[config.mk]
export PLATFORM = sky130hd
export DESIGN_NAME = fsc_core
export DESIGN_NICKNAME = d
export VERILOG_FILES = /design/src/core/fsc_pkg.sv /design/src/core/fsc_core.sv /design/src/core/fsc_flag_cell.sv
export SDC_FILE = /design/constraint.sdc
export NUM_CORES = 1
export LEC_CHECK = 0
export BUFFER_PORTS_ARGS = -buffer_cell sky130_fd_sc_hd__buf_4
export CAP_MARGIN = 20
export CORE_MARGIN = 5
export CORE_UTILIZATION = 35
export CTS_CLUSTER_DIAMETER = 40
export CTS_CLUSTER_SIZE = 30
export DETAILED_ROUTE_END_ITERATION = 10
export GPL_ROUTABILITY_DRIVEN = 0
export PLACE_DENSITY = 0.77
export SETUP_SLACK_MARGIN = 0.2
export SLEW_MARGIN = 20
export SYNTH_ARGS = -nofsm -noshare
export SYNTH_HDL_FRONTEND = slang
export SYNTH_SLANG_ARGS = --single-unit
[constraint.sdc]
create_clock -name clk -period 1.22 [get_ports clk]
set_input_delay 0.061 -clock clk [delete_from_list [all_inputs] [get_ports clk]]
set_output_delay 0.061 -clock clk [all_outputs]
set_load 0.02 [all_outputs]
[src/core/fsc_pkg.sv]
/*
  Package for the floating-point control and status flag block: bit positions,
  reset values, trap vectors and the structs that carry control and event bits.
  Assumes a single 20 MHz clock and a synchronous active-low reset.
*/
package fsc_pkg;

  // ---------------------------------------------------------------
  // Control register zero bit positions
  // ---------------------------------------------------------------
  localparam int FSC_CRZ_MONITOR_BIT = 1;
  localparam int FSC_CRZ_EXT_TYPE_BIT = 4;
  localparam int FSC_CRZ_REPORT_BIT = 5;

  // ---------------------------------------------------------------
  // Status word bit positions
  // ---------------------------------------------------------------
  localparam int FSC_SW_INVALID_BIT = 0;
  localparam int FSC_SW_STACK_FAULT_BIT = 6;
  localparam int FSC_SW_SUMMARY_BIT = 7;
  localparam int FSC_SW_CC0_BIT = 8;
  localparam int FSC_SW_CC1_BIT = 9;
  localparam int FSC_SW_CC2_BIT = 10;
  localparam int FSC_SW_CC3_BIT = 14;

  // ---------------------------------------------------------------
  // Control word fields and values after reset
  // ---------------------------------------------------------------
  localparam int FSC_CW_IC_BIT = 12;
  localparam int FSC_NUM_EXC = 6;
  localparam logic [15:0] FSC_CW_RESET = 16'h037F;
  localparam logic FSC_REPORT_RESET = 1'h0;
  localparam logic FSC_MONITOR_RESET = 1'h0;
  localparam logic FSC_TASK_SW_RESET = 1'h0;
  localparam logic [3:0] FSC_CC_RESET = 4'h0;
  localparam logic FSC_FLAG_RESET = 1'h0;

  // ---------------------------------------------------------------
  // Trap vectors
  // ---------------------------------------------------------------
  localparam logic [7:0] FSC_VEC_DNA = 8'h07;
  localparam logic [7:0] FSC_VEC_NUMERIC = 8'h10;
  localparam logic [7:0] FSC_VEC_NONE = 8'h00;

  // Software view of the interface flags in control register zero
  typedef struct packed {
    logic numeric_error_report_flag;
    logic extension_type_flag;
    logic task_switched_flag;
    logic monitor_coprocessor_flag;
  } fsc_ifc_t;

  // Events from the execution datapath, each a one-cycle pulse
  typedef struct packed {
    logic fpu_initialise_instr;
    logic wait_instr;
    logic partial_remainder_incomplete;
    logic partial_tangent_incomplete;
    logic stack_fault;
    logic stack_overflow;
    logic cc_load;
    logic [3:0] cc_value;
    logic [FSC_NUM_EXC-1:0] exc_raise;
    logic status_clear;
  } fsc_event_t;

  // Trap request towards the integer unit
  typedef struct packed {
    logic dna;
    logic numeric;
    logic [7:0] vector;
  } fsc_trap_t;

endpackage

[src/core/fsc_core.sv]
/*
  Control and status flag logic of the on-chip floating-point unit: interface
  flags of control register zero, control word, status word, condition codes,
  stack fault and the routing of numeric errors and device-not-available traps.
  Assumes the integer unit presents one-cycle event pulses synchronous to clk
  and samples trap outputs one cycle after the issuing wait instruction.
*/
`timescale 1ns/1ps

// What this block does
// - Extension-type flag always reads one
// - Report flag selects vector 16 or external
// - Reset clears the numeric-error-report flag
// - Monitor and task-switched raise vector 7 on wait
// - Initialise and reset clear condition codes
// - Incomplete remainder clears codes zero, one, three
// - Incomplete tangent sets condition code two
// - Stack fault sets invalid and fault, loads code one from overflow
// - Infinity control stored but arithmetic stays affine
module fsc_core
  import fsc_pkg::*;
#(
  parameter int NUM_EXC = FSC_NUM_EXC
) (
  input wire logic clk,                  // 20 MHz clock
  input wire logic rstn,                 // Synchronous reset, active low
  input wire logic ifc_write,            // Load interface flags
  input fsc_ifc_t ifc_wdata,             // Flags written by software
  input wire logic cw_write,             // Load control word
  input wire logic [15:0] cw_wdata,      // Control word written by software
  input fsc_event_t events,              // Datapath events
  output fsc_ifc_t control_reg_zero,     // Interface flags as read
  output logic [15:0] control_word,      // Control word as read
  output logic [15:0] status_word,       // Status word as read
  output logic affine_closure,           // Infinity arithmetic mode, always affine
  output logic numeric_error_irq,        // External error interrupt, level
  output fsc_trap_t trap                 // Trap request, one-cycle pulse
);

  if (NUM_EXC != FSC_NUM_EXC) begin : g_bad_num_exc
    $error("NUM_EXC must equal the six exception flags of the status word");
  end

  // ---------------------------------------------------------------
  // State
  // ---------------------------------------------------------------
  typedef struct packed {
    logic report;
    logic task_sw;
    logic monitor;
    logic [15:0] cw;
    logic [3:0] cc;
    logic es;
    logic ferr;
    fsc_trap_t trap;
  } fsc_core_state_t;

  fsc_core_state_t state;
  fsc_core_state_t next_state;

  logic [NUM_EXC:0] flag;
  logic [NUM_EXC:0] flag_set;
  logic flag_clr;
  logic pending;
  logic dna_hit;

  // ---------------------------------------------------------------
  // Sticky exception flags and stack fault flag
  // ---------------------------------------------------------------
  always_comb begin
    flag_set = {events.stack_fault, events.exc_raise};
    flag_set[FSC_SW_INVALID_BIT] = events.exc_raise[FSC_SW_INVALID_BIT] | events.stack_fault;
    flag_clr = events.status_clear | events.fpu_initialise_instr;
  end

  for (genvar i = 0; i <= NUM_EXC; i++) begin : g_flag
    fsc_flag_cell #(
      .RESET_VAL(FSC_FLAG_RESET)
    ) i_fsc_flag_cell (
      .clk(clk),
      .rstn(rstn),
      .set(flag_set[i]),
      .clr(flag_clr),
      .flag(flag[i])
    );
  end

  // Unmasked exceptions only
  assign pending = |(flag[NUM_EXC-1:0] & ~state.cw[NUM_EXC-1:0]);
  assign dna_hit = state.monitor & state.task_sw;

  // ---------------------------------------------------------------
  // Next state
  // ---------------------------------------------------------------
  always_comb begin
    next_state = state;
    next_state.trap = '{dna: 1'h0, numeric: 1'h0, vector: FSC_VEC_NONE};
    if (ifc_write) begin
      next_state.report = ifc_wdata.numeric_error_report_flag;
      next_state.task_sw = ifc_wdata.task_switched_flag;
      next_state.monitor = ifc_wdata.monitor_coprocessor_flag;
    end
    // Infinity control is kept as written and never used
    if (cw_write) begin
      next_state.cw = cw_wdata;
    end
    if (events.cc_load) begin
      next_state.cc = events.cc_value;
    end
    // Code bits held as three, two, one, zero from the top
    if (events.partial_remainder_incomplete) begin
      next_state.cc[0] = 1'h0;
      next_state.cc[1] = 1'h0;
      next_state.cc[3] = 1'h0;
      next_state.cc[2] = 1'h1;
    end
    if (events.partial_tangent_incomplete) begin
      next_state.cc[2] = 1'h1;
    end
    if (events.stack_fault) begin
      next_state.cc[1] = events.stack_overflow;
    end
    if (events.fpu_initialise_instr) begin
      next_state.cc = FSC_CC_RESET;
      next_state.cw = FSC_CW_RESET;
    end
    next_state.es = pending;
    // External route while the report flag is clear
    next_state.ferr = pending & ~state.report;
    if (events.wait_instr) begin
      if (dna_hit) begin
        next_state.trap = '{dna: 1'h1, numeric: 1'h0, vector: FSC_VEC_DNA};
      end else if (pending && state.report) begin
        next_state.trap = '{dna: 1'h0, numeric: 1'h1, vector: FSC_VEC_NUMERIC};
      end
    end
  end

  always_ff @(posedge clk) begin
    if (!rstn) begin
      state.report <= FSC_REPORT_RESET;
      state.task_sw <= FSC_TASK_SW_RESET;
      state.monitor <= FSC_MONITOR_RESET;
      state.cw <= FSC_CW_RESET;
      state.cc <= FSC_CC_RESET;
      state.es <= FSC_FLAG_RESET;
      state.ferr <= FSC_FLAG_RESET;
      state.trap <= '{dna: 1'h0, numeric: 1'h0, vector: FSC_VEC_NONE};
    end else begin
      state <= next_state;
    end
  end

  // ---------------------------------------------------------------
  // Outputs
  // ---------------------------------------------------------------
  always_comb begin
    control_reg_zero.numeric_error_report_flag = state.report;
    control_reg_zero.extension_type_flag = 1'h1;
    control_reg_zero.task_switched_flag = state.task_sw;
    control_reg_zero.monitor_coprocessor_flag = state.monitor;
  end

  assign control_word = state.cw;
  assign status_word = {1'h0, state.cc[3], 3'h0, state.cc[2], state.cc[1], state.cc[0],
                        state.es, flag[NUM_EXC], flag[NUM_EXC-1:0]};
  assign affine_closure = 1'h1;
  assign numeric_error_irq = state.ferr;
  assign trap = state.trap;

  // ---------------------------------------------------------------
  // Assertions
  // ---------------------------------------------------------------
  property p_ext_type_one;
    @(posedge clk) disable iff (!rstn) control_reg_zero.extension_type_flag;
  endproperty
  a_ext_type_one: assert property (p_ext_type_one) else $error("extension type not one");

  property p_report_reset;
    @(posedge clk) !rstn |=> !control_reg_zero.numeric_error_report_flag && !numeric_error_irq;
  endproperty
  a_report_reset: assert property (p_report_reset) else $error("report flag not cleared by reset");

  property p_dna;
    @(posedge clk) disable iff (!rstn)
      events.wait_instr && state.monitor && state.task_sw
      |=> trap.dna && !trap.numeric && trap.vector == FSC_VEC_DNA;
  endproperty
  a_dna: assert property (p_dna) else $error("wait did not raise vector 7");

  property p_numeric_int;
    @(posedge clk) disable iff (!rstn)
      events.wait_instr && !(state.monitor && state.task_sw) && pending && state.report
      |=> trap.numeric && trap.vector == FSC_VEC_NUMERIC;
  endproperty
  a_numeric_int: assert property (p_numeric_int) else $error("no vector 16 trap");

  property p_ext_route;
    @(posedge clk) disable iff (!rstn)
      pending && !state.report |=> numeric_error_irq && !trap.numeric;
  endproperty
  a_ext_route: assert property (p_ext_route) else $error("external error not raised");

  property p_masked_silent;
    @(posedge clk) disable iff (!rstn) !pending |=> !numeric_error_irq && !trap.numeric;
  endproperty
  a_masked_silent: assert property (p_masked_silent) else $error("masked exception reported");

  property p_init_cc;
    @(posedge clk) disable iff (!rstn)
      events.fpu_initialise_instr |=> status_word[14] == 1'h0 && status_word[10:8] == 3'h0;
  endproperty
  a_init_cc: assert property (p_init_cc) else $error("initialise left condition codes");

  property p_prem;
    @(posedge clk) disable iff (!rstn)
      events.partial_remainder_incomplete && !events.fpu_initialise_instr && !events.stack_fault
      |=> !status_word[8] && !status_word[9] && !status_word[14];
  endproperty
  a_prem: assert property (p_prem) else $error("remainder left codes set");

  property p_tan;
    @(posedge clk) disable iff (!rstn)
      events.partial_tangent_incomplete && !events.fpu_initialise_instr |=> status_word[10];
  endproperty
  a_tan: assert property (p_tan) else $error("tangent incomplete not flagged");

  property p_stack_fault;
    @(posedge clk) disable iff (!rstn)
      events.stack_fault && !events.fpu_initialise_instr
      |=> status_word[0] && status_word[6] && status_word[9] == $past(events.stack_overflow);
  endproperty
  a_stack_fault: assert property (p_stack_fault) else $error("stack fault flags wrong");

  property p_ic_kept;
    @(posedge clk) disable iff (!rstn)
      cw_write && !events.fpu_initialise_instr
      |=> control_word[12] == $past(cw_wdata[12]) && affine_closure;
  endproperty
  a_ic_kept: assert property (p_ic_kept) else $error("infinity control not kept");

endmodule

[src/core/fsc_flag_cell.sv]
/*
  One sticky status flag: set by hardware, cleared by a clear strobe.
  Assumes the set and clear strobes are synchronous to clk.
*/
`timescale 1ns/1ps
module fsc_flag_cell
  import fsc_pkg::*;
#(
  parameter logic RESET_VAL = FSC_FLAG_RESET
) (
  input wire logic clk,   // 20 MHz clock
  input wire logic rstn,  // Synchronous reset, active low
  input wire logic set,   // Hardware event
  input wire logic clr,   // Clear strobe
  output logic flag       // Sticky flag
);

  typedef struct packed {
    logic flag;
  } fsc_cell_state_t;

  fsc_cell_state_t state;
  fsc_cell_state_t next_state;

  // Set wins over a clear in the same cycle
  always_comb begin
    next_state.flag = set | (state.flag & ~clr);
  end

  always_ff @(posedge clk) begin
    if (!rstn) begin
      state <= '{flag: RESET_VAL};
    end else begin
      state <= next_state;
    end
  end

  assign flag = state.flag;

  property p_set_wins;
    @(posedge clk) disable iff (!rstn) set |=> flag;
  endproperty
  a_set_wins: assert property (p_set_wins) else $error("flag lost a set");

endmodule

==> results of run 1 <==
## worst max path at each step
stage	from	to	slack, ns	cells after the start
floorplan	control_word[1]$_SDFFE_PP1P_	trap[4]$_SDFF_PP0_	0.20	3
global placement	g_flag[2].i_fsc_flag_cell.flag$_SDFF_PN0_	trap[4]$_SDFF_PP0_	0.14	3
detailed placement	g_flag[2].i_fsc_flag_cell.flag$_SDFF_PN0_	status_word[7]$_SDFF_PN0_	0.12	3
CTS	g_flag[5].i_fsc_flag_cell.flag$_SDFF_PN0_	trap[4]$_SDFF_PP0_	0.10	3
global route	g_flag[2].i_fsc_flag_cell.flag$_SDFF_PN0_	trap[4]$_SDFF_PP0_	0.08	3
finish	g_flag[2].i_fsc_flag_cell.flag$_SDFF_PN0_	trap[4]$_SDFF_PP0_	0.11	3
## tightest hold or removal path, delay by kind of cell
| family | cells | cell delay, ns |
|---|---|---|
| AOI/OAI and AO/OA | 1 | 0.03 |
| buffers and inverters | 1 | 0.08 |
| and+or+nand+nor | 1 | 0.08 |
## where the power goes
group | leakage [nW] | switching [mW] | internal (mW)
logic | 0.745 | 0.211 | 0.237
clock network | 0.0455 | 0.384 | 0.460
registers | 0.279 | 0.0319 | 1.16
## sequential cells by signal, summed over array words and instances (netlist names)
register                     count
status_word                      5
control_word                    16
numeric_error_irq                1
trap                             2
control_reg_zero                 3
g_flag.i_fsc_flag_cell.flag      7
## cell type report
type,count,area share
repair buffers,94,0.338
multi-input cells,87,0.272
flip-flops and latches,34,0.316
well taps,50,0.0285
inverters,3,0.00513
clock buffers,8,0.0410
## cells in the final DEF, fill, tap and decap left out, drive strengths merged
| master | count |
|---|---|
| mux2i | 20 |
| a221oi | 1 |
| or3 | 1 |
| nand3 | 1 |
| buf | 82 |
| o211ai | 3 |
| a211oi | 1 |
| clkbuf | 8 |
| dfxtp | 34 |
| nand2 | 10 |
| nor3 | 2 |
| and4 | 1 |
| a21oi | 9 |
| conb | 10 |
| a22oi | 1 |
| inv | 3 |
| a21boi | 1 |
| nor2 | 9 |
| a2111oi | 1 |
| dlygate4sd3 | 11 |
| nand2b | 2 |
| dlymetal6s4s | 1 |
| nor2b | 14 |
## per-layer routing
layer  global-route usage  up-vias  wire length [um]
met2                0.232       50              1900
met1                0.148      563              1390
li1                     -      607                 -
met3               0.0616        9               381
met5                    0        -                 0
met4               0.0604        0                71
## cells by family (layout without fill, tap and decap cells)
group / count (synthesis) / count (layout)
and+or+nand+nor: 40 / 40
DFF: 34 / 34
buffers and inverters: 30 / 105
muxes: 20 / 20
AOI/OAI and AO/OA: 17 / 17
other: 2 / 10
## metrics by stage
| step | cell area [um^2] | setup slack, ns |
|---|---|---|
| floorplan | 1480 | 0.202 |
| global placement | 1940 | 0.137 |
| detailed placement | 1940 | 0.116 |
| CTS | 2170 | 0.105 |
| global route | 2200 | 0.0800 |
| finish | 2200 | 0.113 |
## timing repair
item                       4_1_cts  5_1_grt
hold buffers                    12        0
setup buffers                    1        1
pin swaps                        4        3
resized for setup                3        7
hold endpoints to repair        13        0
setup endpoints to repair        3        4
==> metrics, run 1 <==
outcome=completed; Max Clk Rate=903 MHz; TritonCTS clock tree=yes; Multi-input gate area=597 um^2; PD cells=1130 nW/um^2; critical path startpoint category=flop; delay-heaviest family, CP=compound AO/OA/AOI/OAI gates; Ant. Diodes=0; vias in the first global route=1,212; area delta synth->final=53.8%; Worst Hold Path EP=g_flag[4].i_fsc_flag_cell.flag$_SDFF_PN0_; Slew Viols, Final=0; synth cell count leaders=dfxtp_1, buf_4, mux2i_1, nor2b_1, nand2_1; total core area=3970 um^2; RSZ-0062 raised after global routing=yes; drt wl/cell=13.6 um; register area=694 um^2; # H-tree levels=2; Finished Layout Cells=276; Crit path required time=1.36 ns; Max stage delay on crit path=0.40 ns; Tot GR Track Use=0.138; slowest CP cell=a2111oi_4; worst skew pair latency=0.28 ns; Tightest Hold Check Type=in -> reg; number of synthesized flops with an enable pin=0; Async SR Flop Fraction=0; routed vias=1,229; Critical Path End Type=flop; Worst R2R Setup Slack=0.11 ns; synth warn=0; Worst R2R End=trap[4]$_SDFF_PP0_; Post-route DRC=0; register bit total from synthesis=34; average vias per placed instance=4.45; Die Wd=73.9 um; Reg-to-Reg Start=g_flag[2].i_fsc_flag_cell.flag$_SDFF_PN0_; top cell type's share of synthesized area=0.476; Yosys cell types=24; root buf cell=clkbuf_8; dpl hpwl=2660 um; Design Power=2.48 mW; Crit Path Max Fanout=3; worst hold slack=0.00890 ns; Hold Startpoint=events[5]; share of layout cells above drive strength 1=0.447; final cycle utilization of the critical path=0.908; mean area per synthesized cell=9.99 um^2; hold path cells=3; count of antenna-violating nets left after detailed routing=0; first-pass GRT wire length=5620 um; Crit Path Category=reg -> reg; complex-gate fraction of the synthesized area=0.0911; Clk pin slew, worst setup/hold paths=0.07 ns; standard-cell rows=23; Synth Cell Area=1430 um^2; largest net degree at the start of global routing=20; leading cell type by number of instances after synthesis=dfxtp_1; Initial Util=0.360; Max IR drop VDD=0.628 mV; nets=267; FF-to-FF path depth=3; DP Cell Count=254; Filler Cell Count=369; Synth Area in Simple Gates=0.141; fin util=0.553; Setup TNS=0 ns; Synth area leaders=dfxtp_1, mux2i_1, buf_4, nor2b_1, a21oi_1; Initial DRT Pass Iterations=2; gr ovfl total=0; clock buffer depth=2; Num CTS Buffers=5; endpoints failing setup=0; Initial DRC Count=38; Crit path buffers/inverters=0; area share of xor/xnor cells in the synthesized design=0; min cycle time layout=1.11 ns; CP arrival=1.25 ns; mux share of post-synthesis cell area=0.140; die height=73.9 um; largest area contributor in the netlist=dfxtp_1; final WL=3750 um; worst-path cell chain=nor2b_4, a2111oi_4, a221oi_1; final clock skew=0.00863 ns; # IOs=90; Die Area=5460 um^2; antenna violations before repair=0; max_cap viols=0; register area share after synthesis=0.476; largest family of logic cells by synthesized area=buffers and inverters; top_reg_cell synth=dfxtp_1; Sink Count=34; standby leakage power=1.07 nW; Mapped Cells=143; Synth Area in Adders=0; port bufs=78; Final Hold Fails=0
Power figures use the tool's default switching activity.
==> inputs of run 2 (changes only) <==
- clock period: 1.22 -> 1.4 ns (I/O delays scaled with it)
==> run 2 against run 1 <==
First-iteration DRC count is 21% lower; fmax is 2.7% lower; clock power is 14% lower; global-route usage is 1.4 points lower; register-to-register slack better by 0.15 ns; worst setup slack better by 0.15 ns; sequential power is 13% lower; critical path depth stayed put; via count is 5.5% lower; cell count is 3.6% lower; non-clock buffer count is 10 lower; largest power group unchanged.
==> metrics, run 2 (synthesis gave the netlist of run 1 again) <==
outcome=completed (unchanged); Sink Count=34 (unchanged); clock buffer depth=2 (unchanged); max reg flops=16 (unchanged); worst-path cell chain=nor2b_1, a2111oi_4, a221oi_1 (was nor2b_4, a2111oi_4, a221oi_1); Ant. Diodes=0 (unchanged); PD cells=1030 nW/um^2 (was 1130 nW/um^2); Die Wd=73.9 um (unchanged); Max Clk Rate=879 MHz (was 903 MHz); standby leakage power=1.01 nW (was 1.07 nW); Filler Cell Count=405 (was 369); root buf cell=clkbuf_8 (unchanged); min cycle time layout=1.14 ns (was 1.11 ns); Max IR drop VDD=0.571 mV (was 0.628 mV); Finished Layout Cells=266 (was 276); Clk pin slew, worst setup/hold paths=0.06 ns (was 0.07 ns); worst slack, placed=0.271 ns (was 0.116 ns); Slew Viols, Final=0 (unchanged); final cycle utilization of the critical path=0.813 (was 0.908); max_cap viols=0 (unchanged); Die Area=5460 um^2 (unchanged); CP arrival=1.28 ns (was 1.25 ns); first-pass GRT wire length=5030 um (was 5620 um); total core area=3970 um^2 (unchanged); Reg-to-Reg Start=g_flag[5].i_fsc_flag_cell.flag$_SDFF_PN0_ (was g_flag[2].i_fsc_flag_cell.flag$_SDFF_PN0_); standard-cell rows=23 (unchanged); largest net degree at the start of global routing=20 (unchanged); TritonCTS clock tree=yes (unchanged); antenna violations before repair=0 (unchanged); DP Cell Count=255 (was 254); Crit Path Category=reg -> reg (unchanged); RSZ-0062 raised after global routing=no (was yes); commonest non-fill, non-tap cells in the layout=buf_4, dfxtp_1, mux2i_1 (unchanged); nets=257 (was 267); count of antenna-violating nets left after detailed routing=0 (unchanged); final clock skew=0.00330 ns (was 0.00863 ns); # H-tree levels=2 (unchanged); routed vias=1,161 (was 1,229); Post-CTS Resized=0 (was 3); Critical Path End Type=flop (unchanged); Crit path required time=1.54 ns (was 1.36 ns); endpoints failing setup=0 (unchanged); Final Hold Fails=0 (unchanged); worst setup path start=g_flag[5].i_fsc_flag_cell.flag$_SDFF_PN0_ (was g_flag[2].i_fsc_flag_cell.flag$_SDFF_PN0_); final worst slack=0.262 ns (was 0.113 ns); share of layout cells above drive strength 1=0.417 (was 0.447); Post-CTS Setup Inserts=0 (was 1); Initial DRT Pass Iterations=4 (was 2); gr ovfl total=0 (unchanged); fin util=0.517 (was 0.553); Max stage delay on crit path=0.41 ns (was 0.40 ns); dpl hpwl=2630 um (was 2660 um); Initial DRC Count=30 (was 38); Hold Startpoint=cw_wdata[5] (was events[5]); final WL=3350 um (was 3750 um); Setup TNS=0 ns (unchanged); port bufs=78 (unchanged); Post-route DRC=0 (unchanged); # IOs=90 (unchanged); drt wl/cell=12.6 um (was 13.6 um); Tot GR Track Use=0.124 (was 0.138); Design Power=2.12 mW (was 2.48 mW); Crit Path Max Fanout=3 (unchanged); Initial Util=0.360 (unchanged); Num CTS Buffers=5 (unchanged); Tightest Hold Check Type=in -> reg (unchanged); critical path startpoint category=flop (unchanged); worst skew pair latency=0.28 ns (about the same); die height=73.9 um (unchanged); area delta synth->final=43.7% (was 53.8%); slowest CP cell=a2111oi_4 (unchanged); average vias per placed instance=4.36 (was 4.45); commonest non-fill, non-tap cell in the layout=buf_4 (unchanged); vias in the first global route=1,111 (was 1,212)
-- run 2: cell count changes in the layout (fill, tap and decap cells not counted), moves of 2 or more --
cell	change
nor2b_4	-3
dfxtp_2	-5
dfxtp_1	+7
nor2b_1	+3
dlygate4sd3_1	-8
dfxtp_4	-2
-- run 2: critical path: cells and delay by family (launching register included) --
family | cells | cell delay (ns)
flip-flops | 1 | 0.32
AND/OR/NAND/NOR | 1 | 0.15
AO/OA/AOI/OAI | 2 | 0.53
-- run 2: per-stage QoR --
step | area, um^2 | hold slack [ns]
2_1_floorplan | 1460 | 0.149
4_1_cts | 2050 | 0.00128
3_5_place_dp | 1930 | 0.270
6_report | 2050 | 0.00849
5_1_grt | 2050 | 0.00539
3_3_place_gp | 1930 | 0.270
-- run 2: metal layers --
metal	vias up	global-route usage	share of wire
met5	-	0	0
met4	0	0.0362	0.0042
met3	2	0.0561	0.10
met2	47	0.204	0.52
met1	528	0.144	0.38
li1	584	-	-
-- run 2: repair_timing --
action / 4_1_cts / 5_1_grt
endpoints found under the setup margin: 0 / 0
hold endpoints to repair: 4 / 0
hold buffers: 3 / 0
-- run 2: power by group --
| group | switching (mW) | internal [mW] |
|---|---|---|
| clock network | 0.330 | 0.396 |
| registers | 0.0265 | 1.01 |
| logic | 0.174 | 0.182 |
-- run 2: path summary, 6_finish.rpt --
| path | endpoint | slack, ns | cells past startpoint |
|---|---|---|---|
| setup reg to reg | trap[4]$_SDFF_PP0_ | 0.26 | 3 |
| hold / removal | control_word[5]$_SDFFE_PP1P_ | 0.008 | 3 |
| setup / recovery | trap[4]$_SDFF_PP0_ | 0.26 | 3 |
| hold reg to reg | control_word[6]$_SDFFE_PP1P_ | 0.49 | 2 |
-- run 2: cell type report --
type,instances,area [um^2],share of cell area
Clock buffer,7,86.3,0.0420
Clock inverter,1,5.00,0.00244
Tap cell,50,62.6,0.0305
Sequential cell,34,681,0.332
Multi-Input combinational cell,87,569,0.277
Timing Repair Buffer,84,638,0.311
Inverter,3,11.3,0.00548
==> inputs of run 3 (changes only) <==
- ABC_AREA: not set -> 1
- clock period: 1.4 -> 1.19 ns (I/O delays scaled with it)
==> run 3 against run 2 <==
Wire length up 7.2%; area after synthesis down 1.5%; combinational power up 28%; synthesized cell count up 24%; core utilization up 2.1 points; fmax up 26%; global-route usage up 1.3 points; first-iteration DRC count up 80%; critical endpoint is now numeric_error_irq$_SDFF_PN0_; highest routed layer unchanged.
==> metrics, run 3 <==
PD cells=1150 nW/um^2 (was 1030 nW/um^2); top cell type's share of synthesized area=0.484 (was 0.476); standard-cell rows=23 (unchanged); endpoints failing setup=0 (unchanged); nets=301 (was 257); Reg-to-Reg Start=control_word[3]$_SDFFE_PP1P_ (was g_flag[5].i_fsc_flag_cell.flag$_SDFF_PN0_); largest area contributor in the netlist=dfxtp_1 (unchanged); Synth Area in Adders=0 (unchanged); Finished Layout Cells=309 (was 266); root buf cell=clkbuf_8 (unchanged); mux share of post-synthesis cell area=0 (was 0.140); die height=73.4 um (was 73.9 um); outcome=completed (unchanged); Num CTS Buffers=5 (unchanged); # IOs=90 (unchanged); Ant. Diodes=0 (unchanged); Post-CTS Setup Inserts=0 (unchanged); Sink Count=34 (unchanged); final WL=3590 um (was 3350 um); largest net degree at the start of global routing=23 (was 20); count of antenna-violating nets left after detailed routing=0 (unchanged); Setup TNS=0 ns (unchanged); register area share after synthesis=0.484 (was 0.476); Crit path required time=1.36 ns (was 1.54 ns); design area=2120 um^2 (was 2050 um^2); synth warn=0 (unchanged); DP Cell Count=289 (was 255); Tightest Hold Check Type=in -> reg (unchanged); final cycle utilization of the critical path=0.756 (was 0.813); commonest non-fill, non-tap cell in the layout=buf_4 (unchanged); Die Area=5390 um^2 (was 5460 um^2); critical path startpoint category=flop (unchanged); min cycle time layout=0.899 ns (was 1.14 ns); port bufs=78 (unchanged); share of layout cells above drive strength 1=0.375 (was 0.417); mean area per synthesized cell=7.91 um^2 (was 9.99 um^2); # H-tree levels=2 (unchanged); register bit total from synthesis=34 (unchanged); Initial DRC Count=54 (was 30); drt wl/cell=11.6 um (was 12.6 um); dpl hpwl=2800 um (was 2630 um); Die Wd=73.4 um (was 73.9 um); Post-route DRC=0 (unchanged); Synth Area in Simple Gates=0.199 (was 0.141); max_cap viols=0 (unchanged); antenna violations before repair=0 (unchanged); CP arrival=1.07 ns (was 1.28 ns); dpl cell area=1910 um^2 (was 1930 um^2); routed vias=1,307 (was 1,161); Slew Viols, Final=0 (unchanged); Max Clk Rate=1110 MHz (was 879 MHz); largest family of logic cells by synthesized area=simple AND/OR/NAND/NOR gates (was buffers and inverters); gr ovfl total=0 (unchanged); Mapped Cells=178 (was 143); Filler Cell Count=383 (was 405); Crit Path Max Fanout=2 (was 3); Synth area leaders=dfxtp_1, buf_4, nand2_1, a21oi_1, nor2_1 (was dfxtp_1, mux2i_1, buf_4, nor2b_1, a21oi_1); Initial Util=0.357 (was 0.360); Yosys cell types=19 (was 24); TritonCTS clock tree=yes (unchanged); Synth Cell Area=1410 um^2 (was 1430 um^2); area delta synth->final=50.8% (was 43.7%); Critical Path End Type=flop (unchanged); Final Hold Fails=0 (unchanged); worst skew pair latency=0.27 ns (was 0.28 ns); Worst Hold Path EP=control_word[6]$_SDFFE_PP1P_ (was control_word[5]$_SDFFE_PP1P_); Hold Startpoint=cw_wdata[6] (was cw_wdata[5]); area share of xor/xnor cells in the synthesized design=0 (unchanged); Tot GR Track Use=0.137 (was 0.124); complex-gate fraction of the synthesized area=0.142 (was 0.0911); top_reg_cell synth=dfxtp_1 (unchanged); RSZ-0062 raised after global routing=no (unchanged); leading cell type by number of instances after synthesis=nand2_1 (was dfxtp_1); Clk pin slew, worst setup/hold paths=0.06 ns (about the same); Worst R2R End=numeric_error_irq$_SDFF_PN0_ (was trap[4]$_SDFF_PP0_); clock buffer depth=2 (unchanged); final clock skew=0.00510 ns (was 0.00330 ns); Max IR drop VDD=0.551 mV (was 0.571 mV); first-pass GRT wire length=5770 um (was 5030 um); max reg flops=16 (unchanged); hold path cells=3 (unchanged); Design Power=2.43 mW (was 2.12 mW); synth cell count leaders=nand2_1, dfxtp_1, buf_4, a21oi_1, nor2_1 (was dfxtp_1, buf_4, mux2i_1, nor2b_1, nand2_1); Worst R2R Setup Slack=0.29 ns (was 0.26 ns); total core area=3940 um^2 (was 3970 um^2); average vias per placed instance=4.23 (was 4.36); Crit Path Category=reg -> reg (unchanged); Async SR Flop Fraction=0 (unchanged); vias in the first global route=1,292 (was 1,111); FF-to-FF path depth=7 (was 3); number of synthesized flops with an enable pin=0 (unchanged); Initial DRT Pass Iterations=4 (unchanged); standby leakage power=1.06 nW (was 1.01 nW); commonest non-fill, non-tap cells in the layout=buf_4, nand2_1, dfxtp_1 (was buf_4, dfxtp_1, mux2i_1)
-- run 3: changes by cell type in the layout (fill, tap and decap cells not counted), moves of 3 or more --
cell and delta:
a21oi_1 +12, buf_4 -3, dfxtp_1 -4, dfxtp_2 +4
dlygate4sd3_1 +10, inv_1 +9, mux2i_1 -20, nand2_1 +31
nand3_1 +4, nor2_1 +9, nor2b_1 -14, o211ai_1 -3
o21ai_0 +9
-- run 3: layout make-up --
| class | instances | area [um^2] | area share |
|---|---|---|---|
| inverters | 15 | 58.8 | 0.0277 |
| well taps | 50 | 62.6 | 0.0295 |
| clock buffers | 7 | 76.3 | 0.0360 |
| multi-input cells | 112 | 523 | 0.246 |
| repair buffers | 91 | 716 | 0.337 |
| flip-flops and latches | 34 | 686 | 0.323 |
-- run 3: cell families after synthesis --
kind of cell	count (synthesis)
buffers and inverters	40
flip-flops	34
AO/OA/AOI/OAI	34
other	2
AND/OR/NAND/NOR	68
-- run 3: layer usage --
metal	routed length, um	track usage	vias to the layer above	part of all wire
met5	0	0	-	0
met4	57	0.0543	0	0.016
met3	191	0.0315	7	0.053
met2	1960	0.250	44	0.55
met1	1380	0.152	566	0.38
li1	-	-	690	-
-- run 3: worst max path at each step --
stage,startpoint,to,slack (ns),cells past startpoint
6_report,control_word[3]$_SDFFE_PP1P_,numeric_error_irq$_SDFF_PN0_,0.29,7
5_1_grt,control_word[2]$_SDFFE_PP1P_,numeric_error_irq$_SDFF_PN0_,0.21,7
4_1_cts,control_word[3]$_SDFFE_PP1P_,numeric_error_irq$_SDFF_PN0_,0.24,7
3_5_place_dp,control_word[3]$_SDFFE_PP1P_,numeric_error_irq$_SDFF_PN0_,0.25,7
3_3_place_gp,control_word[5]$_SDFFE_PP1P_,numeric_error_irq$_SDFF_PN0_,0.30,7
2_1_floorplan,control_word[5]$_SDFFE_PP1P_,numeric_error_irq$_SDFF_PN0_,0.20,7
-- run 3: worst max-delay path: stages (launching register included) --
cell and delay [ns]:
dfxtp_2 0.33, inv_1 0.05, nand2_1 0.05, nand2_1 0.06
nor2_2 0.12, nand2_1 0.07, nand2_2 0.06, nor2_1 0.05
-- run 3: timing repair --
| action | in CTS | in global routing |
|---|---|---|
| setup endpoints to repair | 0 | 2 |
| endpoints found under the hold margin | 14 | 0 |
| gates resized for setup | 0 | 8 |
| hold buffers | 13 | 0 |
-- run 3: where the power goes --
part	internal, mW	switching (mW)	total, mW
Clock	0.402	0.352	0.754
Sequential	1.19	0.0319	1.22
Combinational	0.217	0.238	0.455
-- run 3: per-stage QoR --
stage,hold slack [ns],utilization,worst slack (ns)
after floorplan,0.132,-,0.202
after global placement,0.264,0.483,0.300
after detailed placement,0.268,0.483,0.255
after CTS,0.000518,0.536,0.237
after global routing,0.0141,0.538,0.211
final,0.0107,0.538,0.291
